### src/hub_port_defs.vh
// register map, field positions, reset values and timing counts
`ifndef HUB_PORT_DEFS_VH
`define HUB_PORT_DEFS_VH

`define ADDR_W 8
`define CTRL_ADDR 8'h00
`define STATUS_ADDR 8'h04
`define MASK_ADDR 8'h08
`define STATE_ADDR 8'h0C

`define CTRL_PWR_LSB 0
`define CTRL_PWR_MSB 3
`define CTRL_SUSPEND_BIT 4
`define CTRL_RESET 5'h00

`define STAT_OC_LSB 0
`define STAT_OC_MSB 3
`define STAT_CLKLOSS_BIT 4
`define STATUS_RESET 5'h00
`define MASK_RESET 5'h00

`define STATE_OC_LSB 0
`define STATE_GANGED_BIT 4
`define STATE_RATE_BIT 5
`define STATE_CLKOK_BIT 6
`define STATE_EXTDIS_BIT 7

`define CLK_PERIOD_NS 10
`define OC_FILTER_NS 1000
`define OC_FILTER_CYCLES ((`OC_FILTER_NS + `CLK_PERIOD_NS - 1) / `CLK_PERIOD_NS)
`define CLK_WATCH_NS 2000
`define CLK_WATCH_CYCLES (`CLK_WATCH_NS / `CLK_PERIOD_NS)

`endif

### src/overcurrent_filter.v
// synchroniser and glitch filter for one active-low overcurrent pin
`timescale 1ns/1ns
`default_nettype none
`include "hub_port_defs.vh"

module overcurrent_filter (
	input wire clk,
	input wire rst,
	input wire pin_n,
	output wire active
);

	localparam integer FILTER_CYCLES = `OC_FILTER_CYCLES;
	localparam [7:0] FILTER_LAST = FILTER_CYCLES[7:0] - 8'h01;

	reg sync1_q;
	reg sync2_q;
	reg active_q;
	reg [7:0] count_q;
	wire sample;

	assign sample = ~sync2_q;
	assign active = active_q;

	always @(posedge clk)
	begin
		if (rst)
		begin
			sync1_q <= 1'b1;
			sync2_q <= 1'b1;
			active_q <= 1'b0;
			count_q <= 8'h00;
		end
		else
		begin
			sync1_q <= pin_n;
			sync2_q <= sync1_q;
			// level must hold for the whole window before it is believed
			if (sample == active_q)
				count_q <= 8'h00;
			else if (count_q == FILTER_LAST)
			begin
				active_q <= sample;
				count_q <= 8'h00;
			end
			else
				count_q <= count_q + 8'h01;
		end
	end

endmodule // overcurrent_filter
`default_nettype wire

### src/hub_port_power_clock_ctrl.v
// port power, overcurrent, suspend and clock-source control with APB regs
//
// Contract
// - per-port mode: four separate overcurrent inputs, each judged on its own.
// - shared mode: any sense input counts; board ties all inputs together.
// - overcurrent inputs are active low and noise filtered before use.
// - power outputs are active-low push-pull: low means power on.
// - reset initialises all internal logic; system asserts it at power up.
// - suspend status output is high in suspend, low in normal operation.
// - rate select low picks 6 MHz crystal, high picks 48 MHz clock.
// - crystal mode uses the internal PLL to make 48 and 12 MHz clocks.
// - with external memory disabled, shared select picks the mode; static.
`timescale 1ns/1ns
`default_nettype none
`include "hub_port_defs.vh"

module hub_port_power_clock_ctrl (
	input wire CLOCK,
	input wire RST,
	input wire PSEL,
	input wire PENABLE,
	input wire PWRITE,
	input wire [7:0] PADDR,
	input wire [31:0] PWDATA,
	output wire [31:0] PRDATA,
	output wire PREADY,
	output wire PSLVERR,
	input wire PORT1_OVERCURRENT_N,
	input wire PORT2_OVERCURRENT_N,
	input wire PORT3_OVERCURRENT_N,
	input wire PORT4_OVERCURRENT_N,
	output wire PORT1_POWER_EN_N,
	output wire PORT2_POWER_EN_N,
	output wire PORT3_POWER_EN_N,
	output wire PORT4_POWER_EN_N,
	output wire SUSPEND_STATUS,
	input wire CLOCK_RATE_SELECT,
	input wire FAST_CLOCK_IN,
	input wire CRYSTAL_IN,
	input wire EXT_MEMORY_DISABLE,
	input wire SHARED_POWER_SELECT,
	output wire PLL_ENABLE,
	output wire FAST_CLOCK_SELECT,
	output wire IRQ
);

	localparam integer WATCH_CYCLES = `CLK_WATCH_CYCLES;
	localparam [7:0] WATCH_LAST = WATCH_CYCLES[7:0] - 8'h01;

	// bus state
	reg [31:0] prdata_q;
	reg pready_q;
	reg pslverr_q;

	// registers
	reg [4:0] ctrl_q;
	reg [4:0] ctrl_d;
	reg [4:0] status_q;
	reg [4:0] status_d;
	reg [4:0] mask_q;
	reg [4:0] mask_d;

	// pin outputs
	reg [3:0] power_n_q;
	reg suspend_q;
	reg pll_en_q;
	reg fast_sel_q;
	reg irq_q;

	// strap synchronisers and captured straps
	reg rate_s1_q;
	reg rate_s2_q;
	reg extdis_s1_q;
	reg extdis_s2_q;
	reg shared_s1_q;
	reg shared_s2_q;
	reg extdis_s3_q;
	reg [1:0] settle_q;
	reg straps_taken_q;
	reg rate_q;
	reg extdis_q;
	reg ganged_q;

	// clock activity monitor
	reg xtal_s1_q;
	reg xtal_s2_q;
	reg xtal_s3_q;
	reg fast_s1_q;
	reg fast_s2_q;
	reg fast_s3_q;
	reg [7:0] watch_q;
	reg clk_ok_q;

	// overcurrent
	wire [3:0] oc_pin_n;
	wire [3:0] oc_active;
	reg [3:0] oc_prev_q;
	wire [3:0] oc_rise;
	wire [3:0] oc_cut;
	wire oc_any;

	// bus decode, selected clock edge and clock loss
	wire setup_phase;
	wire access_phase;
	wire wr_en;
	wire wr_ctrl;
	wire wr_mask;
	wire rd_status;
	wire addr_hit;
	wire sel_edge;
	wire clk_loss;

	assign PRDATA = prdata_q;
	assign PREADY = pready_q;
	assign PSLVERR = pslverr_q;
	assign PORT1_POWER_EN_N = power_n_q[0];
	assign PORT2_POWER_EN_N = power_n_q[1];
	assign PORT3_POWER_EN_N = power_n_q[2];
	assign PORT4_POWER_EN_N = power_n_q[3];
	assign SUSPEND_STATUS = suspend_q;
	assign PLL_ENABLE = pll_en_q;
	assign FAST_CLOCK_SELECT = fast_sel_q;
	assign IRQ = irq_q;

	assign oc_pin_n = {PORT4_OVERCURRENT_N, PORT3_OVERCURRENT_N,
		PORT2_OVERCURRENT_N, PORT1_OVERCURRENT_N};

	genvar gi;
	generate
		for (gi = 0; gi < 4; gi = gi + 1)
		begin : g_port
			overcurrent_filter u_filter (
				.clk(CLOCK),
				.rst(RST),
				.pin_n(oc_pin_n[gi]),
				.active(oc_active[gi])
			);
		end
	endgenerate

	assign oc_rise = oc_active & ~oc_prev_q;
	assign oc_any = |oc_active;
	// shared mode cuts every port on any input, else only the port itself
	assign oc_cut = ganged_q ? {4{oc_any}} : oc_active;

	assign setup_phase = PSEL & ~PENABLE;
	assign access_phase = PSEL & PENABLE & pready_q;
	assign addr_hit = (PADDR == `CTRL_ADDR) | (PADDR == `STATUS_ADDR) |
		(PADDR == `MASK_ADDR) | (PADDR == `STATE_ADDR);
	assign wr_en = access_phase & PWRITE & addr_hit;
	assign wr_ctrl = wr_en & (PADDR == `CTRL_ADDR);
	assign wr_mask = wr_en & (PADDR == `MASK_ADDR);
	assign rd_status = access_phase & ~PWRITE & (PADDR == `STATUS_ADDR);

	// straps are sampled once after reset and then treated as static
	always @(posedge CLOCK)
	begin
		if (RST)
		begin
			rate_s1_q <= 1'b0;
			rate_s2_q <= 1'b0;
			extdis_s1_q <= 1'b0;
			extdis_s2_q <= 1'b0;
			shared_s1_q <= 1'b0;
			shared_s2_q <= 1'b0;
			extdis_s3_q <= 1'b0;
			settle_q <= 2'h0;
			straps_taken_q <= 1'b0;
			rate_q <= 1'b0;
			extdis_q <= 1'b0;
			ganged_q <= 1'b0;
		end
		else
		begin
			rate_s1_q <= CLOCK_RATE_SELECT;
			rate_s2_q <= rate_s1_q;
			extdis_s1_q <= EXT_MEMORY_DISABLE;
			extdis_s2_q <= extdis_s1_q;
			shared_s1_q <= SHARED_POWER_SELECT;
			shared_s2_q <= shared_s1_q;
			extdis_s3_q <= extdis_s2_q;
			// synchronisers show reset levels for the first edges
			if (settle_q != 2'h3)
				settle_q <= settle_q + 2'h1;
			// take straps only once the real memory-disable pin level has stood two edges
			if (!straps_taken_q && settle_q == 2'h3 &&
				extdis_s2_q == extdis_s3_q)
			begin
				straps_taken_q <= 1'b1;
				rate_q <= rate_s2_q;
				extdis_q <= extdis_s2_q;
				// shared pin doubles as memory data when memory is enabled
				ganged_q <= extdis_s2_q & shared_s2_q;
			end
		end
	end

	// clock source selection and activity monitor of the selected source
	assign sel_edge = rate_q ? (fast_s2_q ^ fast_s3_q) :
		(xtal_s2_q ^ xtal_s3_q);
	assign clk_loss = clk_ok_q & (watch_q == WATCH_LAST);

	always @(posedge CLOCK)
	begin
		if (RST)
		begin
			xtal_s1_q <= 1'b0;
			xtal_s2_q <= 1'b0;
			xtal_s3_q <= 1'b0;
			fast_s1_q <= 1'b0;
			fast_s2_q <= 1'b0;
			fast_s3_q <= 1'b0;
			watch_q <= 8'h00;
			clk_ok_q <= 1'b0;
			pll_en_q <= 1'b0;
			fast_sel_q <= 1'b0;
		end
		else
		begin
			xtal_s1_q <= CRYSTAL_IN;
			xtal_s2_q <= xtal_s1_q;
			xtal_s3_q <= xtal_s2_q;
			fast_s1_q <= FAST_CLOCK_IN;
			fast_s2_q <= fast_s1_q;
			fast_s3_q <= fast_s2_q;
			pll_en_q <= straps_taken_q & ~rate_q;
			fast_sel_q <= straps_taken_q & rate_q;
			// the 48 MHz source is sampled near its limit, so the watchdog
			// only proves presence, not frequency
			if (sel_edge)
			begin
				watch_q <= 8'h00;
				clk_ok_q <= 1'b1;
			end
			else if (watch_q == WATCH_LAST)
				clk_ok_q <= 1'b0;
			else
				watch_q <= watch_q + 8'h01;
		end
	end

	// control register next value; overcurrent outranks a software enable
	always @*
	begin
		ctrl_d = ctrl_q;
		if (wr_ctrl)
			ctrl_d = PWDATA[4:0];
		ctrl_d[`CTRL_PWR_MSB:`CTRL_PWR_LSB] =
			ctrl_d[`CTRL_PWR_MSB:`CTRL_PWR_LSB] & ~oc_cut;
	end

	// status: read clears, a new event in the same cycle is kept
	always @*
	begin
		status_d = status_q;
		if (rd_status)
			status_d = `STATUS_RESET;
		status_d[`STAT_OC_MSB:`STAT_OC_LSB] =
			status_d[`STAT_OC_MSB:`STAT_OC_LSB] | oc_rise;
		if (clk_loss)
			status_d[`STAT_CLKLOSS_BIT] = 1'b1;
	end

	// mask next value, so a mask write reaches the interrupt at once
	always @*
	begin
		mask_d = mask_q;
		if (wr_mask)
			mask_d = PWDATA[4:0];
	end

	always @(posedge CLOCK)
	begin
		if (RST)
		begin
			ctrl_q <= `CTRL_RESET;
			status_q <= `STATUS_RESET;
			mask_q <= `MASK_RESET;
			oc_prev_q <= 4'h0;
			power_n_q <= 4'hF;
			suspend_q <= 1'b0;
			irq_q <= 1'b0;
		end
		else
		begin
			ctrl_q <= ctrl_d;
			status_q <= status_d;
			oc_prev_q <= oc_active;
			mask_q <= mask_d;
			// push-pull active-low: a one here turns the port off
			power_n_q <= ~(ctrl_d[`CTRL_PWR_MSB:`CTRL_PWR_LSB] &
				~oc_cut);
			suspend_q <= ctrl_d[`CTRL_SUSPEND_BIT];
			// level follows the status and mask of this same edge
			irq_q <= |(status_d & mask_d);
		end
	end

	// apb slave: no wait states, data registered during setup
	always @(posedge CLOCK)
	begin
		if (RST)
		begin
			prdata_q <= 32'h0000_0000;
			pready_q <= 1'b0;
			pslverr_q <= 1'b0;
		end
		else if (setup_phase)
		begin
			pready_q <= 1'b1;
			pslverr_q <= ~addr_hit;
			prdata_q <= 32'h0000_0000;
			if (!PWRITE)
			begin
				case (PADDR)
					`CTRL_ADDR:
						prdata_q <= {27'h000_0000, ctrl_q};
					`STATUS_ADDR:
						prdata_q <= {27'h000_0000, status_q};
					`MASK_ADDR:
						prdata_q <= {27'h000_0000, mask_q};
					`STATE_ADDR:
						prdata_q <= {24'h00_0000, extdis_q, clk_ok_q,
							rate_q, ganged_q, oc_active};
					default:
						prdata_q <= 32'h0000_0000;
				endcase
			end
		end
		else
		begin
			pready_q <= 1'b0;
			pslverr_q <= 1'b0;
			prdata_q <= 32'h0000_0000;
		end
	end

endmodule // hub_port_power_clock_ctrl
`default_nettype wire

### config.mk
export PLATFORM = sky130hd
export DESIGN_NAME = hub_port_power_clock_ctrl
export DESIGN_NICKNAME = d
export VERILOG_FILES = /design/src/overcurrent_filter.v /design/src/hub_port_power_clock_ctrl.v
export VERILOG_INCLUDE_DIRS = /design/src
export SDC_FILE = /design/constraint.sdc
export NUM_CORES = 1
export LEC_CHECK = 0
export BUFFER_PORTS_ARGS = -buffer_cell sky130_fd_sc_hd__buf_4
export CORE_ASPECT_RATIO = 0.7
export CORE_MARGIN = 4
export CORE_UTILIZATION = 25
export CTS_CLUSTER_DIAMETER = 120
export CTS_CLUSTER_SIZE = 14
export DETAILED_ROUTE_END_ITERATION = 8
export GPL_TIMING_DRIVEN = 0
export PLACE_DENSITY = 0.49
export SKIP_CTS_REPAIR_TIMING = 1
export SYNTH_ARGS = -nofsm -noshare
export SYNTH_HDL_FRONTEND = slang
export SYNTH_SLANG_ARGS = --single-unit
### constraint.sdc
create_clock -name CLOCK -period 2.1 [get_ports CLOCK]
set_input_delay 0.105 -clock CLOCK [delete_from_list [all_inputs] [get_ports CLOCK]]
set_output_delay 0.105 -clock CLOCK [all_outputs]
set_load 0.03 [all_outputs]
==> impl_metrics.sql <==
INSERT INTO impl_metrics (metric_group, metric, value, unit) VALUES
('floorplanning', 'design.core.area', '0.0164', 'mm²'),
('critical_path', 'worst-path-buf-inv', '1', ''),
('floorplanning', 'ios', '96', ''),
('sta', 'postLayoutSetupSlackWorst', '0.197', 'ns'),
('sta', 'post_route_minimum_period', '1.90', 'ns'),
('logic_synthesis', 'synth_async_sr_flop_share', '0', '%'),
('logic_synthesis', 'top_ff_cell_synth', 'sky130_fd_sc_hd__dfxtp_1', ''),
('layout', 'syn_to_final_growth', '25.4', '%'),
('layout', 'fill_cells', '1661', ''),
('logic_synthesis', 'yosys_register_bits', '108', ''),
('routing', 'first_pass_iters', '4', ''),
('layout', 'antenna_cells_inserted', '0', ''),
('pwr', 'irDropWorstVdd', '0.316', 'mV'),
('critical_path', 'reg2reg_from', 'g_port[0].u_filter.count_q[0]', ''),
('layout', 'layout-drive-gt1-share', '22.2', '%'),
('sta', 'clock-skew-final', '0.0111', 'ns'),
('floorplanning', 'die_x', '163', 'µm'),
('logic_synthesis', 'synthesized_area_per_cell', '9.96', 'µm²'),
('logic_synthesis', 'synth_largest_type_area_fraction', '51.2', '%'),
('sta', 'finalSetupTns', '0', 'ns'),
('pwr', 'power_leakage', '2.12', 'nW'),
('status', 'status', 'finished clean', ''),
('sta', 'tightest_slew', '0.866', 'ns'),
('placed_design', 'place.gp.congestion', '0.742', ''),
('routing', 'ant_nets', '0', ''),
('sta', 'finalHoldWorstSlack', '0.00240', 'ns'),
('logic_synthesis', 'synth.top_cells.by_count', 'sky130_fd_sc_hd__dfxtp_1 (108), sky130_fd_sc_hd__nor2_1 (67), sky130_fd_sc_hd__buf_4 (27), sky130_fd_sc_hd__xor2_1 (23), sky130_fd_sc_hd__nor2b_1 (21)', ''),
('critical_path', 'critical_path.startpoint', 'g_port[0].u_filter.count_q[0]', ''),
('critical_path', 'max_stage_delay', '0.60', 'ns'),
('critical_path', 'critPathCaptureType', 'flip-flop', ''),
('sta', 'timing_max_transition_violations_final', '0', ''),
('routing', 'detailedRoute.firstIterationViolations', '143', ''),
('logic_synthesis', 'synthesis.area', '0.00422', 'mm²'),
('critical_path', 'critical_path_cell_by_cell', 'ha_1 -> or4b_2 -> nor3_1 -> or3_1 -> buf_2 -> nor2_1', ''),
('floorplanning', 'fp.dieH', '117', 'µm'),
('logic_synthesis', 'yosysWarnings', '0', ''),
('placed_design', 'dp_hpwl', '6250', 'µm'),
('grt', 'grt_util_all_layers', '9.16', '%'),
('logic_synthesis', 'yosys-top-cells-area', 'sky130_fd_sc_hd__dfxtp_1 (51%), sky130_fd_sc_hd__nor2_1 (6.0%), sky130_fd_sc_hd__buf_4 (4.8%), sky130_fd_sc_hd__xor2_1 (4.8%), sky130_fd_sc_hd__nor2b_1 (3.1%)', ''),
('logic_synthesis', 'synth_most_common_cell', 'sky130_fd_sc_hd__dfxtp_1', ''),
('sta', 'timing.final.crit_share', '90.6', '%'),
('grt', 'grt.overflow.total', '0', ''),
('clock_tree', 'cts_buffer_depth', '2', ''),
('logic_synthesis', 'yosysSeqAreaShare', '51.2', '%'),
('grt', 'initial_antenna_violation_count', '0', ''),
('grt', 'pin_count_of_the_biggest_net_entering_global_routing', '18', ''),
('placed_design', 'preCtsSetupSlack', '0.127', 'ns'),
('sta', 'grt_setup_unrepaired', 'false', ''),
('logic_synthesis', 'syn_inst', '424', ''),
('routing', 'drt_drc_violations_left', '0', ''),
('logic_synthesis', 'synth_edf_count', '0', ''),
('critical_path', 'crit_family', 'simple AND/OR/NAND/NOR gates', ''),
('critical_path', 'worst-endpoint-required', '2.33', 'ns'),
('sta', 'fmaxAchievable', '0.525', 'GHz'),
('placed_design', 'post-place-cells', '715', ''),
('clock_tree', 'cts_root_buffer', 'sky130_fd_sc_hd__clkbuf_16', ''),
('clock_tree', 'htree_levels', '3', ''),
('pwr', 'power_per_cell_area', '776', 'mW/mm²'),
('run', 'maxCapViolations', '0', ''),
('sta', 'finalHoldViolations', '0', ''),
('clock_tree', 'cts_buffers', '9', ''),
('clock_tree', 'tritoncts_num_sinks', '108', ''),
('clock_tree', 'tritoncts', 'done', ''),
('sta', 'timing.slew.headroom', '41.8', '%'),
('critical_path', 'timing_worst_setup_path_type', 'reg2reg', ''),
('routing', 'drt_wl_total', '8280', 'µm'),
('placed_design', 'portBuffers', '43', ''),
('routing', 'avgRoutedWirePerCell', '11.2', 'µm'),
('critical_path', 'crit_fanout', '8', ''),
('layout', 'final_layout_net_count', '568', ''),
('clock_tree', 'clk_transition_reported_paths', '0.07', 'ns');
[stage by stage]
stage	power, W	instance area, µm²	utilization (%)
floorplan	0.00235	4310	-
global placement	0.00243	4910	29.9
detailed placement	0.00243	4910	29.9
CTS	0.00415	5220	31.7
global route	0.00427	5300	32.2
finish	0.00411	5300	32.2
[flip-flops by register name, indices dropped and copies added, names as in the netlist, 2 cells and up]
name                     flops
g_port.u_filter.sync1_q      4
status_q                     5
ctrl_q                       5
settle_q                     2
g_port.u_filter.count_q     32
g_port.u_filter.sync2_q      4
power_n_q                    4
oc_prev_q                    4
mask_q                       5
g_port.u_filter.active       4
watch_q                      8
PRDATA                       8
[tightest hold or removal path, delay by kind of cell]
kind	cells	cell delay, ns
buffers and inverters	2	0.14
and+or+nand+nor	1	0.07
[worst paths after layout]
check,endpoint,slack (ns),cells past startpoint
hold / removal,PREADY,0.002,3
hold reg to reg,g_port[2].u_filter.sync2_q,0.41,1
setup / recovery,g_port[0].u_filter.count_q[4],0.20,6
setup reg to reg,g_port[0].u_filter.count_q[4],0.20,6
[per-layer routing]
| metal | wire length (µm) | global-route usage [%] |
|---|---|---|
| met1 | 4300 | 12.9 |
| met2 | 3440 | 13.4 |
| met3 | 461 | 3.14 |
| met4 | 72 | 2.51 |
| met5 | 0 | 0 |
[layout by cell type (no fill, tap or decap), types with 2 or more instances in the layout]
master                            n
sky130_fd_sc_hd__a211oi_1         4
sky130_fd_sc_hd__or4b_2           4
sky130_fd_sc_hd__clkbuf_1         6
sky130_fd_sc_hd__mux2i_1         10
sky130_fd_sc_hd__or2_2            9
sky130_fd_sc_hd__o22ai_1          2
sky130_fd_sc_hd__nor4_4           2
sky130_fd_sc_hd__or3_1            7
sky130_fd_sc_hd__buf_4           70
sky130_fd_sc_hd__and3_1           6
sky130_fd_sc_hd__dfxtp_1        108
sky130_fd_sc_hd__inv_1            7
sky130_fd_sc_hd__conb_1          24
sky130_fd_sc_hd__o21ai_0          2
sky130_fd_sc_hd__buf_2            3
sky130_fd_sc_hd__xnor2_1         14
sky130_fd_sc_hd__and4_1           3
sky130_fd_sc_hd__a221oi_1         3
sky130_fd_sc_hd__nand3_1         20
sky130_fd_sc_hd__ha_1             6
sky130_fd_sc_hd__nor3b_1          3
sky130_fd_sc_hd__nor2_1          67
sky130_fd_sc_hd__nor3_1           8
sky130_fd_sc_hd__mux4_2           5
sky130_fd_sc_hd__clkbuf_16        9
sky130_fd_sc_hd__clkbuf_2         2
sky130_fd_sc_hd__nor2b_1         21
sky130_fd_sc_hd__nand2_1         20
sky130_fd_sc_hd__a21oi_1         11
sky130_fd_sc_hd__nand2b_1         2
sky130_fd_sc_hd__a221o_1          3
sky130_fd_sc_hd__and2_1           5
sky130_fd_sc_hd__xor2_1          23
sky130_fd_sc_hd__dlygate4sd3_1    7
[kinds of logic (layout without fill, tap and decap cells)]
kind of cell               Yosys count  in the layout  synth area share [%]
DFF                                108            108                  51.2
AOI/OAI and AO/OA                   29             29                  4.74
and+or+nand+nor                    182            182                  22.4
muxes                               15             15                  5.04
other                                1             24                0.0888
xor gates and xnor gates            37             37                  7.67
buffers and inverters               46            112                  7.08
adders and majority gates            6              6                  1.78
[area by class of cell]
class	count	area (µm²)	area share (%)
clock inverter	5	60.1	1.13
clock buffer	11	243	4.58
timing repair buffer	50	393	7.42
inverter	7	26.3	0.496
tap	225	282	5.32
sequential	108	2160	40.8
multi-input combinational	293	1860	35.1
buffer	39	273	5.15
[report_power, final]
part	internal (W)	switching, W	total [W]	leakage [nW]
clock	0.000963	0.000753	0.00172	0.146
sequential	0.00209	0.0000228	0.00211	0.876
combinational	0.000129	0.000157	0.000285	1.10
(Power assumes the default switching activity.)
